[config.mk]
export PLATFORM = sky130hd
export DESIGN_NAME = sfrwc_top
export DESIGN_NICKNAME = d
export VERILOG_FILES = /design/src/design/sfrwc_pkg.sv /design/src/design/sfrwc_sync.sv /design/src/design/sfrwc_shift.sv /design/src/design/sfrwc_top.sv
export VERILOG_INCLUDE_DIRS = /design/src /design/src/design
export SDC_FILE = /design/constraint.sdc
export NUM_CORES = 1
export LEC_CHECK = 0
export BUFFER_PORTS_ARGS = -buffer_cell sky130_fd_sc_hd__clkbuf_2
export CAP_MARGIN = 20
export CORE_MARGIN = 8
export CORE_UTILIZATION = 59
export CTS_BUF_LIST = sky130_fd_sc_hd__clkbuf_16
export CTS_CLUSTER_DIAMETER = 60
export CTS_CLUSTER_SIZE = 8
export DETAILED_ROUTE_END_ITERATION = 7
export GPL_TIMING_DRIVEN = 1
export PLACE_DENSITY = 0.79
export SLEW_MARGIN = 20
export SYNTH_ARGS = -nofsm -noshare
export SYNTH_HDL_FRONTEND = slang
export SYNTH_SLANG_ARGS = --single-unit
[constraint.sdc]
create_clock -name ref_clk -period 2.6 [get_ports ref_clk]
set_input_delay 0.39 -clock ref_clk [delete_from_list [all_inputs] [get_ports ref_clk]]
set_output_delay 0.39 -clock ref_clk [all_outputs]
set_load 0.01 [all_outputs]
[src/design/sfrwc_map.svh]
// Purpose: Constants for the serial flash register-write control block.
// Assumes: Included by bare name; definitions only.
// Notes:   Timing counts are in ref_clk cycles at 10 MHz.
// Functional notes
// - Bank write opcode plus one byte loads bank register, no latch needed.
// - Bank bit 7 enables extended addressing; else bank supplies high address.
// - Bank write leaves fail flags and busy flag untouched.
// - After legacy bank opcode, register write loads only bank bits 1:0.
// - No enable between legacy opcode and write; latch not needed then.
// - Legacy sequence closes bank access, keeps extended-address bit.
// - Any other command or select cycle after legacy opcode closes access.
// - Register write needs the latch set by a prior enable command.
// - Failed register update sets program-fail or erase-fail flag.
// - Register write runs only if select rises after 8 or 16 data bits.
// - Update starts at select rise; busy during it; latch clears after.
// - With write-disable bit 0, latch alone permits status writes.
// - Write-disable 1 and protect pin high: writes allowed with latch.
// - Write-disable 1 and protect pin low: register writes rejected.
// - Protection entered in either order, left only by pin going high.
// - Block-protect bits define a read-only region refusing program/erase.
// - Quad mode disables hardware register protection.
// - Enable opcode sets latch only if select rises after eighth bit.
// - Erase-fail is status bit 5, program-fail is status bit 6.
`ifndef SFRWC_MAP_SVH
`define SFRWC_MAP_SVH
`define SFRWC_OP_BANK_WR    8'h17
`define SFRWC_OP_BANK_LEG   8'hB9
`define SFRWC_OP_REG_WR     8'h01
`define SFRWC_OP_WR_EN      8'h06
`define SFRWC_OP_CLR_SR     8'h30
`define SFRWC_SR_BUSY       0
`define SFRWC_SR_WEL        1
`define SFRWC_SR_BP_LO      2
`define SFRWC_SR_BP_HI      4
`define SFRWC_SR_EFAIL      5
`define SFRWC_SR_PFAIL      6
`define SFRWC_SR_SWD        7
`define SFRWC_CR_QUAD       1
`define SFRWC_BAR_EXT       7
`define SFRWC_SR_RST        8'h00
`define SFRWC_CR_RST        8'h00
`define SFRWC_BAR_RST       8'h00
`define SFRWC_SR_WR_MASK    8'h9C
`define SFRWC_UPD_NS        2000
`define SFRWC_CLK_NS        100
`define SFRWC_UPD_CYC ((`SFRWC_UPD_NS + `SFRWC_CLK_NS - 1) / `SFRWC_CLK_NS)
`endif

[src/design/sfrwc_pkg.sv]
// Purpose: Types for the serial flash register-write control block.
// Assumes: Nothing beyond the map header.
// Notes:   Constants live in sfrwc_map.svh.
package sfrwc_pkg;
  typedef enum logic [1:0] {SFRWC_IDLE, SFRWC_BUSY} sfrwc_upd_t;
  typedef enum logic [2:0] {
    SFRWC_K_NONE, SFRWC_K_BANK, SFRWC_K_REG, SFRWC_K_LEG
  } sfrwc_kind_t;
endpackage

[src/design/sfrwc_sync.sv]
// Purpose: Two flip-flop synchroniser for a pin level.
// Assumes: Input is asynchronous to clk.
// Notes:   The first stage feeds only the second.
`timescale 1ns/1ps
`default_nettype none
module sfrwc_sync #(
  parameter logic RST_VAL = 1'b0
) (
  input  wire logic clk,
  input  wire logic rst_n,
  input  wire logic d,
  output logic      q
);
  logic meta_ff;
  always_ff @(posedge clk) begin
    if (!rst_n) begin
      meta_ff <= RST_VAL;
      q       <= RST_VAL;
    end else begin
      meta_ff <= d;
      q       <= meta_ff;
    end
  end
endmodule
`default_nettype wire

[src/design/sfrwc_shift.sv]
// Purpose: Serial shift-in of command and data bits on sampled link clock.
// Assumes: Mode 0/3; data sampled on rising link clock; inputs synchronised.
// Notes:   Counts bits since select fell, saturating at 31.
`timescale 1ns/1ps
`default_nettype none
module sfrwc_shift (
  input  wire logic        clk,
  input  wire logic        rst_n,
  input  wire logic        sel_act,
  input  wire logic        sck_rise,
  input  wire logic        si,
  output logic [23:0]      shreg_ff,
  output logic [4:0]       bits_ff
);
  wire        sat     = (bits_ff == 5'h1F);
  wire [23:0] nxt_sh  = {shreg_ff[22:0], si};
  always_ff @(posedge clk) begin
    if (!rst_n || !sel_act) begin
      shreg_ff <= 24'h00_0000;
      bits_ff  <= 5'h00;
    end else if (sck_rise) begin
      shreg_ff <= nxt_sh;
      bits_ff  <= sat ? bits_ff : bits_ff + 5'h01;
    end
  end
endmodule
`default_nettype wire

[src/design/sfrwc_top.sv]
// Purpose: Command decode and register write control for a serial flash.
// Assumes: Link pins asynchronous; link clock much slower than ref_clk.
// Notes:   Register update is self timed; failure is injected by a pin.
`timescale 1ns/1ps
`default_nettype none
`include "sfrwc_map.svh"
module sfrwc_top #(
  parameter int UPD_CYC = `SFRWC_UPD_CYC
) (
  input  wire logic      ref_clk,
  input  wire logic      rst_n,
  input  wire logic      cs_n,
  input  wire logic      sck,
  input  wire logic      si,
  input  wire logic      wp_n,
  input  wire logic      upd_fail,
  input  wire logic      upd_fail_erase,
  input  wire logic      sector_prot_req,
  input  wire logic [2:0] sector_region,
  output logic [7:0]     status_register_1,
  output logic [7:0]     configuration_register,
  output logic [7:0]     bank_address_register,
  output logic           extended_addr_enable,
  output logic           array_cmd_refused,
  output logic           reg_write_rejected
);
  import sfrwc_pkg::*;

  ////////////////////////////////////////////////////////////////////////
  logic cs_n_s;
  logic sck_s;
  logic si_s;
  logic wp_n_s;
  logic sck_d_ff;
  logic cs_d_ff;
  sfrwc_sync #(.RST_VAL(1'b1)) u_cs (
    .clk  (ref_clk),
    .rst_n(rst_n),
    .d    (cs_n),
    .q    (cs_n_s)
  );
  sfrwc_sync #(.RST_VAL(1'b0)) u_sck (
    .clk  (ref_clk),
    .rst_n(rst_n),
    .d    (sck),
    .q    (sck_s)
  );
  sfrwc_sync #(.RST_VAL(1'b0)) u_si (
    .clk  (ref_clk),
    .rst_n(rst_n),
    .d    (si),
    .q    (si_s)
  );
  sfrwc_sync #(.RST_VAL(1'b1)) u_wp (
    .clk  (ref_clk),
    .rst_n(rst_n),
    .d    (wp_n),
    .q    (wp_n_s)
  );
  always_ff @(posedge ref_clk) begin
    if (!rst_n) begin
      sck_d_ff <= 1'b0;
      cs_d_ff  <= 1'b1;
    end else begin
      sck_d_ff <= sck_s;
      cs_d_ff  <= cs_n_s;
    end
  end
  wire sck_rise = sck_s && !sck_d_ff;
  wire cs_rise  = cs_n_s && !cs_d_ff;
  wire sel_act  = !cs_n_s;

  ////////////////////////////////////////////////////////////////////////
  logic [23:0] shreg;
  logic [4:0]  bits;
  sfrwc_shift u_shift (
    .clk     (ref_clk),
    .rst_n   (rst_n),
    .sel_act (sel_act),
    .sck_rise(sck_rise),
    .si      (si_s),
    .shreg_ff(shreg),
    .bits_ff (bits)
  );

  ////////////////////////////////////////////////////////////////////////
  logic [7:0]  sr_ff;
  logic [7:0]  cr_ff;
  logic [7:0]  bar_ff;
  logic        leg_open_ff;
  logic [7:0]  pend_sr_ff;
  logic [7:0]  pend_cr_ff;
  logic        pend_cr_ok_ff;
  logic        pend_fail_ff;
  logic        pend_efail_ff;
  logic [15:0] upd_cnt_ff;
  sfrwc_upd_t  upd_ff;
  logic        refused_ff;
  logic        rejected_ff;

  function automatic logic [7:0] op_at(input logic [23:0] s,
                                       input logic [4:0] n);
    logic [7:0] r;
    r = 8'h00;
    if (n == 5'd8) begin
      r = s[7:0];
    end else if (n == 5'd16) begin
      r = s[15:8];
    end else if (n == 5'd24) begin
      r = s[23:16];
    end
    return r;
  endfunction

  wire [7:0] op_b8  = op_at(shreg, 5'd8);
  wire [7:0] op_b16 = op_at(shreg, 5'd16);
  wire [7:0] op_b24 = op_at(shreg, 5'd24);
  wire       busy   = (upd_ff == SFRWC_BUSY);
  wire       write_enable_latch    = sr_ff[`SFRWC_SR_WEL];
  wire       swd    = sr_ff[`SFRWC_SR_SWD];
  wire       quad   = cr_ff[`SFRWC_CR_QUAD];

  wire end_write_enable_cmd  = cs_rise && bits == 5'd8 && op_b8 == `SFRWC_OP_WR_EN
                   && !busy;
  wire end_clr   = cs_rise && bits == 5'd8 && op_b8 == `SFRWC_OP_CLR_SR;
  wire end_leg   = cs_rise && bits == 5'd8 && op_b8 == `SFRWC_OP_BANK_LEG;
  wire end_bank  = cs_rise && bits == 5'd16 && op_b16 == `SFRWC_OP_BANK_WR;
  wire wrr8      = cs_rise && bits == 5'd16 && op_b16 == `SFRWC_OP_REG_WR;
  wire wrr16     = cs_rise && bits == 5'd24 && op_b24 == `SFRWC_OP_REG_WR;
  wire wrr_any   = wrr8 || wrr16;
  wire leg_load  = leg_open_ff && wrr_any;
  wire hw_prot   = swd && !wp_n_s && !quad;
  wire wrr_ok    = wrr_any && !leg_open_ff && write_enable_latch && !busy && !hw_prot;
  wire [7:0] wrr_sr = wrr16 ? shreg[15:8] : shreg[7:0];

  wire [2:0] bp_bits    = sr_ff[`SFRWC_SR_BP_HI:`SFRWC_SR_BP_LO];
  wire [2:0] prot_floor = 3'd7 - bp_bits + 3'd1;
  wire       region_hit = (sector_region >= prot_floor) && (bp_bits != 3'd0);

  ////////////////////////////////////////////////////////////////////////
  always_ff @(posedge ref_clk) begin
    if (!rst_n) begin
      bar_ff      <= `SFRWC_BAR_RST;
      leg_open_ff <= 1'b0;
    end else begin
      if (end_bank) begin
        bar_ff <= shreg[7:0];
      end else if (leg_load) begin
        bar_ff <= {bar_ff[7:2], wrr_sr[1:0]};
      end
      if (end_leg) begin
        leg_open_ff <= 1'b1;
      end else if (cs_rise) begin
        leg_open_ff <= 1'b0;
      end
    end
  end

  wire [15:0] cnt_last  = UPD_CYC[15:0] - 16'h0001;
  wire        upd_start = wrr_ok;
  wire        upd_last  = busy && (upd_cnt_ff == cnt_last);
  wire        upd_good  = upd_last && !pend_fail_ff;
  wire        set_efail = upd_last && pend_fail_ff && pend_efail_ff;
  wire        set_pfail = upd_last && pend_fail_ff && !pend_efail_ff;
  wire        clr_fail  = end_clr && !busy;
  wire        wrr_std   = wrr_any && !leg_open_ff && !busy;

  sfrwc_upd_t nxt_upd;
  always_comb begin
    nxt_upd = upd_ff;
    unique case (upd_ff)
      SFRWC_IDLE: begin
        if (upd_start) begin
          nxt_upd = SFRWC_BUSY;
        end
      end
      SFRWC_BUSY: begin
        if (upd_last) begin
          nxt_upd = SFRWC_IDLE;
        end
      end
    endcase
  end

  wire [15:0] nxt_upd_cnt = upd_start ? 16'h0000
                          : (busy && !upd_last) ? upd_cnt_ff + 16'h0001
                          : upd_cnt_ff;

  wire       nxt_busy  = (nxt_upd == SFRWC_BUSY);
  wire       nxt_wel   = !upd_last && (end_write_enable_cmd || write_enable_latch);
  wire       nxt_efail = set_efail || (sr_ff[`SFRWC_SR_EFAIL] && !clr_fail);
  wire       nxt_pfail = set_pfail || (sr_ff[`SFRWC_SR_PFAIL] && !clr_fail);
  wire [2:0] pend_bp   = pend_sr_ff[`SFRWC_SR_BP_HI:`SFRWC_SR_BP_LO];
  wire [2:0] nxt_bp    = upd_good ? pend_bp : bp_bits;
  wire       nxt_swd   = upd_good ? pend_sr_ff[`SFRWC_SR_SWD] : swd;
  // The field order below follows the bit positions of the map header.
  wire [7:0] nxt_sr    = {nxt_swd, nxt_pfail, nxt_efail, nxt_bp, nxt_wel,
                          nxt_busy};
  wire [7:0] nxt_cr    = (upd_good && pend_cr_ok_ff) ? pend_cr_ff : cr_ff;
  wire       nxt_rej   = wrr_std ? !wrr_ok : rejected_ff;

  always_ff @(posedge ref_clk) begin
    if (!rst_n) begin
      pend_sr_ff    <= 8'h00;
      pend_cr_ff    <= 8'h00;
      pend_cr_ok_ff <= 1'b0;
      pend_fail_ff  <= 1'b0;
      pend_efail_ff <= 1'b0;
    end else if (upd_start) begin
      pend_sr_ff    <= wrr_sr;
      pend_cr_ff    <= shreg[7:0];
      pend_cr_ok_ff <= wrr16;
      pend_fail_ff  <= upd_fail;
      pend_efail_ff <= upd_fail_erase;
    end
  end

  always_ff @(posedge ref_clk) begin
    if (!rst_n) begin
      sr_ff       <= `SFRWC_SR_RST;
      cr_ff       <= `SFRWC_CR_RST;
      upd_ff      <= SFRWC_IDLE;
      upd_cnt_ff  <= 16'h0000;
      rejected_ff <= 1'b0;
    end else begin
      sr_ff       <= nxt_sr;
      cr_ff       <= nxt_cr;
      upd_ff      <= nxt_upd;
      upd_cnt_ff  <= nxt_upd_cnt;
      rejected_ff <= nxt_rej;
    end
  end

  ////////////////////////////////////////////////////////////////////////
  always_ff @(posedge ref_clk) begin
    if (!rst_n) begin
      refused_ff             <= 1'b0;
      status_register_1      <= `SFRWC_SR_RST;
      configuration_register <= `SFRWC_CR_RST;
      bank_address_register  <= `SFRWC_BAR_RST;
      extended_addr_enable   <= 1'b0;
      array_cmd_refused      <= 1'b0;
      reg_write_rejected     <= 1'b0;
    end else begin
      refused_ff             <= sector_prot_req && region_hit;
      status_register_1      <= sr_ff;
      configuration_register <= cr_ff;
      bank_address_register  <= bar_ff;
      extended_addr_enable   <= bar_ff[`SFRWC_BAR_EXT];
      array_cmd_refused      <= refused_ff;
      reg_write_rejected     <= rejected_ff;
    end
  end
endmodule
`default_nettype wire

# After elaboration in Yosys (flattened, before gate mapping)
# Cells that the tools add are included.
op_classes:
  reduce_logical: 57
  n_lt_le_gt_ge: 1
  n_mux: 8
  addsub: 4
  n_eq_ne: 13
  bitwise_logic: 2
ops:
  columns: ["operator", "n"]
  rows:
  - ["$logic_and A1 B1 Y1", 33]
  - ["$add A16 B1 Y16 const B", 1]
  - ["$eq A16 B5 Y1 const B", 1]
  - ["$eq A8 B1 Y1 const B", 2]
  - ["$mux W8", 2]
  - ["$eq A5 B5 Y1 const B", 3]
  - ["$logic_not A1 Y1", 13]
  - ["$eq A8 B3 Y1 const B", 1]
  - ["$eq A8 B5 Y1 const B", 1]
  - ["$eq A8 B6 Y1 const B", 1]
  - ["$eq A8 B8 Y1 const B", 1]
  - ["$mux W2", 3]
  - ["$add A5 B1 Y5 const B", 1]
  - ["$eq A5 B4 Y1 const B", 1]
  - ["$logic_or A1 B1 Y1", 5]
  - ["$eq A2 B1 Y1 const B", 2]
  - ["$pmux W2 S2", 1]
  - ["$reduce_bool A2 Y1", 2]
  - ["$add A3 B1 Y3 const B", 1]
  - ["$ge A3 B3 Y1", 1]
  - ["$reduce_bool A3 Y1", 1]
  - ["$sub A3 B3 Y3 const A", 1]
  - ["$logic_not A2 Y1", 1]
  - ["$mux W1", 2]
  - ["3 further kinds", 4]
word_totals:
  output_inout_bits: 27
  reg_bits: 130
  word_cells: 118
  in_bits: 12

# Logic depth before layout (Yosys ltp)
# Gate-level depths: netlist of run 1.
logic_depth:
  depth_word: 12
  ltp_mapped: 10
  mapped_depth_nobuf: 7

# Hierarchy
# From an unflattened synthesis of run 1, not the netlist that was laid out.
hier_totals:
  cells_unflattened: 484
  area_unflattened_um2: 4819.6
modules_own_cells:
  columns: ["module", "seq_area_each_um2", "cells_per_inst", "area_per_inst_um2", "n_inst"]
  rows:
  - ["sfrwc_top", 1761.7, 364, 3524.6, 1]
  - ["sfrwc_shift", 580.6, 104, 1084.8, 1]
  - ["sfrwc_sync", 40.0, 4, 52.6, 4]

# Worst setup path after synthesis of run 1
# No wires, ideal clock.
synth_timing:
  path_type: "register to register"
  startpoint: "reg u_shift.bits_ff[0]"
  endpoint: "reg bar_ff[0]"
  slack_ns: 0.679
  setup_time_ns: 0.121
  stages_incl_launch_ff: 9
  arrival_time_ns: 1.800
  path_cell_list: "dfxtp_1 > inv_1 > ha_1 > and4bb_4 > and4_4 > buf_6 > or2_1 > a21oi_2 > mux2_2"
synth_between:
  elab_chain_cells: 6
  elab_cells_between_ends: 13
  classes_between: "eq/ne (2); mux (3); reduce/logical (8)"
synth_lines:
  columns: ["element", "line_no", "rtl"]
  rows:
  - ["start: declaration", "sfrwc_shift.sv:13", "output logic [4:0] bits_ff"]
  - ["start signal: assignment", "sfrwc_shift.sv:23", "bits_ff <= sat ? bits_ff : bits_ff + 5'h01;"]
  - ["$eq A5 B5 Y1, on equally long branches", "sfrwc_top.sv:129, sfrwc_top.sv:127, sfrwc_top.sv:128", null]
  - ["$logic_and A1 B1 Y1, on equally long branches", "sfrwc_top.sv:129, sfrwc_top.sv:127, sfrwc_top.sv:128", null]
  - ["$logic_and A1 B1 Y1 (no line)", null, null]
  - ["$mux W8 or $logic_or A1 B1 Y1 (tied branches)", "sfrwc_top.sv:134, sfrwc_top.sv:130", null]
  - ["$mux W2 or $logic_and A1 B1 Y1 (tied branches)", "sfrwc_top.sv:148, sfrwc_top.sv:131", null]
  - ["$mux W8 or $reduce_bool A2 Y1 (tied branches)", null, null]
  - ["end signal: assignment", "sfrwc_top.sv:143", "bar_ff <= `SFRWC_BAR_RST;"]
  - ["end signal: assignment", "sfrwc_top.sv:147", "bar_ff <= shreg[7:0];"]
  - ["end signal: assignment", "sfrwc_top.sv:149", "bar_ff <= {bar_ff[7:2], wrr_sr[1:0]};"]
  - ["end: declaration", "sfrwc_top.sv:89", "logic [7:0] bar_ff;"]
# Parallel ways exist; a longest one is shown, timed or not. The select of a mux whose other input is x is not followed.
# A chain may end at the register's enable or synchronous reset.

# Final worst setup path of run 1
layout_timing:
  startpoint: "reg u_shift.bits_ff[0]"
  endpoint: "reg pend_cr_ff[7]"
layout_between:
  elab_chain_cells: 8
  elab_cells_between_ends: 11
  classes_between: "eq/ne (2); reduce/logical (9)"
layout_lines:
  columns: ["element", "line_no", "rtl"]
  rows:
  - ["$eq A5 B5 Y1, on equally long branches", "sfrwc_top.sv:128, sfrwc_top.sv:129", null]
  - ["$logic_and A1 B1 Y1, on equally long branches", "sfrwc_top.sv:128, sfrwc_top.sv:129", null]
  - ["$logic_and A1 B1 Y1 (no line)", null, null]
  - ["$logic_or A1 B1 Y1 (*)", "sfrwc_top.sv:130", "wire wrr_any = wrr8 || wrr16;"]
  - ["$logic_and A1 B1 Y1 (*) (4 in a row)", "sfrwc_top.sv:133", "wire wrr_ok = wrr_any && !leg_open_ff && write_enable_latch && !busy && !hw_prot;"]
  - ["end signal: assignment", "sfrwc_top.sv:211", "pend_cr_ff <= shreg[7:0];"]
  - ["end: declaration", "sfrwc_top.sv:92", "logic [7:0] pend_cr_ff;"]
# Mark *: on every way between the ends. The rest lies on a longest branch, timed or not.

==> out/qor.txt, run 1 <==
Area Growth Syn to Fin: 17.36%
crit start category: flip-flop
top cell type by total area after synthesis: dfxtp_1
worst clock skew: 0.007456 ns
VDD IR-drop max: 0.4873 mV
final count of hold timing violations: 0
ANT nets after route: 0
chip width: 106.3 um
most frequent cells in the layout: dfxtp_1, nand2_1, clkbuf_2, mux2i_1, a21oi_1
Crit. Startpoint: u_shift.bits_ff[0]
drc violations: 0
RSZ-0062 raised after global routing: no
Slew HR: 0.5797
Avg Inst Size Synth: 9.649 um^2
DR WL/cell: 14.01 um
Post-Syn Area: 4815 um^2
Die H: 106.3 um
Hold Path Class: in -> reg
CTS tree: built
final instance area: 5650 um^2
CP Capture Type: flip-flop
first-pass GRT wire length: 15540 um
via/cell ratio: 5.286
drt pass-1 iters: 5
Reg clk slew, reported paths: 0.05 ns
critical path type: reg -> reg
Max-Cap Viols: 0
post-synth top area share: 0.5198
minimum clock period: 2.091 ns
synth warn: 0
die area: 11310 um^2
CP required: 2.89 ns
share of layout cells above drive strength 1: 0.1700
synthesized instance count: 499
Clock Sinks: 125
Place WS: 0.5912 ns
IO Pins: 39
initial core utilization: 0.5980
placed cell area: 5052 um^2
Rows: 33
Critical Path AT: 2.38 ns
# diodes: 0
Slew @ Worst Pin: 0.6291 ns
top post-synthesis cells by area: dfxtp_1, mux2i_1, nand2_1, nor2b_1, a21oi_1
Final setup violation count: 0
Buffers on Ports: 38
outcome: finished, final reports clean
via count: 3478
initial antenna violation count: 0
LEAKAGE: 2.233 nW
PostCTS Resize Cnt: 0
CTS Hold Bufs: 0
DPL Wire Length: 5970 um
GP Congestion: 0.8248
H-tree Lvls: 4
most common cell after layout, fill and taps aside: dfxtp_1
largest net degree at the start of global routing: 32
Filler cells: 591
Tot GR Track Use: 0.1684
Setup Fix Bufs, Post-CTS: 0
FMAX: 478.2 MHz
post-synthesis cell type count: 46
Worst Hold Launch: cs_n
Final Util: 0.7018
Core ar.: 8051 um^2
post-route setup TNS: 0 ns
crit share post-route: 0.8043
reg2reg start: u_shift.bits_ff[0]
GRT Residual Overflow: 0
vias in the first global route: 3361
Mapped Nets: 520
drt first-iter violations: 156
Max clock buf depth: 2
clock latency at the later pin of the worst-skew pair: 0.41 ns
CTS Buf Count: 17
Final nets: 561
Max Slew Vio Count: 0
Seq/Total Area, Yosys: 0.5198
CP max FO: 9
FF+latch count, synth: 125
root buf cell: clkbuf_16
final setup margin: 0.5087 ns
Post-Route WL: 9221 um
power density of the placed cells: 769.2 nW/um^2
-- through the flow --
step | hold WS, ns | power, mW | cells
finish | 0.1660 | 4.346 | 658
global route | 0.1571 | 4.477 | 658
CTS | 0.1631 | 4.373 | 658
detailed placement | 0.3921 | 2.031 | 626
global placement | 0.3932 | 2.029 | 626
floorplan | 0.3863 | 2.011 | 499
-- where the power goes --
part,internal (mW),switching [mW]
combinational,0.0238,0.0404
sequential,1.92,0.00219
clock,1.50,0.856
total,3.45,0.899
-- state kept, by name (all words and copies together) (netlist names), 2 cells and up --
signal and cells:
sr_ff 8, configuration_register 8, pend_cr_ff 8, status_register_1 8, pend_sr_ff 4, u_shift.shreg_ff 24
bar_ff 8, upd_cnt_ff 16, bank_address_register 8, cr_ff 8, u_shift.bits_ff 5, upd_ff 2
-- Yosys cell counts (all sizes together) --
cell type,instances
and4,4
xor2,9
a32oi,2
mux2,6
nand2b,6
nand4,9
or2,1
nor3b,1
a21boi,1
nor3,7
nor4,5
buf,7
nor2,29
o21ai,7
mux2i,35
and3b,1
ha,9
a2111oi,1
and4bb,1
a21o,1
xnor2,8
clkbuf,16
nand3b,1
inv,24
and3,4
a21oi,33
nand3,7
dfxtp,125
nand2,80
and2,26
nor4b,3
nor2b,30
-- critical path, cell delays in order (launching register included) --
cell and delay [ns]:
dfxtp_1 0.39, inv_1 0.07, ha_1 0.20, and4bb_4 0.22, and4_4 0.19, o21ai_2 0.32, buf_4 0.26, mux2i_1 0.24
nor2b_1 0.09
-- metal layers --
metal,vias to the layer above,part of all wire,global-route usage
met5,-,0,0
met2,86,0.51,0.2936
met3,10,0.051,0.05384
met1,1654,0.43,0.1867
li1,1728,-,-
met4,0,0.012,0.06533
-- final cells by class --
type | count | area, um^2 | share of cell area
clock buffers | 17 | 425.4 | 0.07529
clock inverters | 15 | 172.7 | 0.03056
inverters | 24 | 90.09 | 0.01594
multi-input cells | 327 | 2086 | 0.3691
flip-flops and latches | 125 | 2502 | 0.4429
well taps | 105 | 131.4 | 0.02325
repair buffers | 45 | 242.7 | 0.04296
-- path summary, 6_finish.rpt --
kind,to,slack (ns),cells after the start
setup / recovery,pend_cr_ff[7],0.51,8
hold reg to reg,u_cs.q,0.40,1
setup reg to reg,pend_cr_ff[7],0.51,8
hold / removal,u_cs.meta_ff,0.17,2
-- logic make-up after synthesis --
group | count (synthesis) | share of synthesized area
and+or+nand+nor | 215 | 0.2365
adders and majority gates | 9 | 0.02339
buffers and inverters | 47 | 0.04704
xor gates and xnor gates | 17 | 0.03093
muxes | 41 | 0.08680
AOI/OAI and AO/OA | 45 | 0.05562
DFF | 125 | 0.5198
No activity file was read; power rests on OpenSTA's default activity.
==> run 2: changes to the inputs <==
--- a/config.mk
+++ b/config.mk
@@ -9,13 +9,13 @@
 export BUFFER_PORTS_ARGS = -buffer_cell sky130_fd_sc_hd__clkbuf_2
 export CAP_MARGIN = 20
 export CORE_MARGIN = 8
-export CORE_UTILIZATION = 59
+export CORE_UTILIZATION = 53
 export CTS_BUF_LIST = sky130_fd_sc_hd__clkbuf_16
 export CTS_CLUSTER_DIAMETER = 60
 export CTS_CLUSTER_SIZE = 8
 export DETAILED_ROUTE_END_ITERATION = 7
 export GPL_TIMING_DRIVEN = 1
-export PLACE_DENSITY = 0.79
+export PLACE_DENSITY = 0.75
 export SLEW_MARGIN = 20
 export SYNTH_ARGS = -nofsm -noshare
 export SYNTH_HDL_FRONTEND = slang
==> constraint.sdc (replaced) <==
create_clock -name ref_clk -period 1.9 [get_ports ref_clk]
set_input_delay 0.285 -clock ref_clk [delete_from_list [all_inputs] [get_ports ref_clk]]
set_output_delay 0.285 -clock ref_clk [all_outputs]
set_load 0.01 [all_outputs]
==> out/qor.txt, run 2 (synthesis gave the netlist of run 1 again) <==
Hold Path Class: in -> reg
Worst Hold Launch: cs_n
post-route setup TNS: 0 ns
Rows: 34
drt first-iter violations: 201
vias in the first global route: 3477
CTS Hold Bufs: 0
CTS Buf Count: 17
R2R cell count: 7
LEAKAGE: 2.300 nW
VDD IR-drop max: 0.6033 mV
worst clock skew: 0.009203 ns
Final Util: 0.6575
minimum clock period: 1.853 ns
placed instance count: 633
CTS tree: built
Max clock buf depth: 2
Core ar.: 8763 um^2
Die H: 111.3 um
Final setup violation count: 0
share of layout cells above drive strength 1: 0.1828
power consumption: 6.064 mW
largest net degree at the start of global routing: 35
initial core utilization: 0.5494
ANT nets after route: 0
Reg2Reg Setup Slack: 0.05 ns
global routing's busiest layer: met2
critical path type: reg -> reg
GP Congestion: 0.8240
via count: 3445
Clock Sinks: 125
# diodes: 0
grt met3 use: 0.06006
first-pass GRT wire length: 16290 um
Area Growth Syn to Fin: 19.67%
Max-Cap Viols: 0
H-tree Lvls: 4
Tot GR Track Use: 0.1590
GR Util met2: 0.2762
Crit. Startpoint: u_shift.bits_ff[0]
Final nets: 566
IO Pins: 39
most frequent cells in the layout: dfxtp_1, nand2_1, clkbuf_2, mux2i_1, a21oi_1
Biggest register: u_shift.shreg_ff
crit start category: flip-flop
Slew @ Worst Pin: 0.4661 ns
drt pass-1 iters: 4
Critical Path AT: 2.15 ns
die area: 12390 um^2
Hold Slack: 0.06465 ns
outcome: finished, final reports clean
power density of the placed cells: 1052 nW/um^2
CP required: 2.20 ns
DR WL/cell: 14.17 um
max reg flops: 24
crit share post-route: 0.9750
end of the worst hold path: u_cs.meta_ff
CP max FO: 5
reg2reg start: u_shift.bits_ff[0]
Reg clk slew, reported paths: 0.06 ns
non-filler cells, final: 666
drc violations: 0
Max Slew Vio Count: 0
via/cell ratio: 5.173
final count of hold timing violations: 0
area of the multi-input gates: 2100 um^2
DPL Wire Length: 6267 um
r2r endpoint: bar_ff[1]
FMAX: 539.8 MHz
CP Capture Type: flip-flop
root buf cell: clkbuf_16
clock latency at the later pin of the worst-skew pair: 0.41 ns
Seq. cell area: 2507 um^2
most common cell after layout, fill and taps aside: dfxtp_1
GRT Residual Overflow: 0
initial antenna violation count: 0
chip width: 111.3 um
Buffers on Ports: 38
Largest regs: u_shift.shreg_ff: 24 flops, upd_cnt_ff: 16 flops
Slew HR: 0.6886
WHS Path Cells: 2
Post-Route WL: 9438 um
grt met1 use: 0.1729
Filler cells: 690
==> run 2: power by group <==
part	internal (mW)	total [mW]	switching, mW	leakage, nW
clock	2.19	3.34	1.15	0.298
sequential	2.63	2.63	0.00339	1.01
combinational	0.0342	0.0911	0.0568	0.992
==> run 2: worst max-delay path by stage <==
stage,end,slack (ns),cells past startpoint
2_1_floorplan,bar_ff[0],0.02,8
4_1_cts,bar_ff[0],0.004,7
3_3_place_gp,bar_ff[0],0.09,7
3_5_place_dp,bar_ff[1],0.03,7
5_1_grt,pend_sr_ff[2],-0.003,8
6_report,bar_ff[1],0.05,7
==> run 2: layout make-up <==
type                            instances  area share
Timing Repair Buffer                   50     0.05364
Inverter                               24     0.01564
Multi-Input combinational cell        327      0.3644
Tap cell                              108     0.02345
Clock buffer                           17     0.07383
Sequential cell                       125      0.4352
Clock inverter                         15     0.03388
==> run 2: worst max-delay path, stage by stage (launching register included) <==
cell      delay (ns)
dfxtp_4         0.36
inv_1           0.04
ha_1            0.18
and4bb_4        0.22
and4_4          0.17
or2_4           0.27
a21oi_4         0.15
mux2_2          0.34
==> run 2: per-layer routing <==
layer,share of wire,up-vias
met5,0,-
met2,0.52,75
met1,0.42,1626
li1,-,1734
met3,0.047,10
met4,0.0093,0
==> run 2: repair_timing <==
item                                    in CTS  in global routing
endpoints found under the setup margin       0                  3
setup buffers                                0                  1
resized for setup                            0                  6
==> run 2: per-stage QoR <==
| step | setup WS, ns | cell area, um^2 |
|---|---|---|
| after floorplan | 0.01714 | 4816 |
| after global placement | 0.08699 | 5112 |
| after detailed placement | 0.03367 | 5112 |
| after CTS | 0.004379 | 5733 |
| after global routing | -0.002776 | 5762 |
| final | 0.04749 | 5762 |
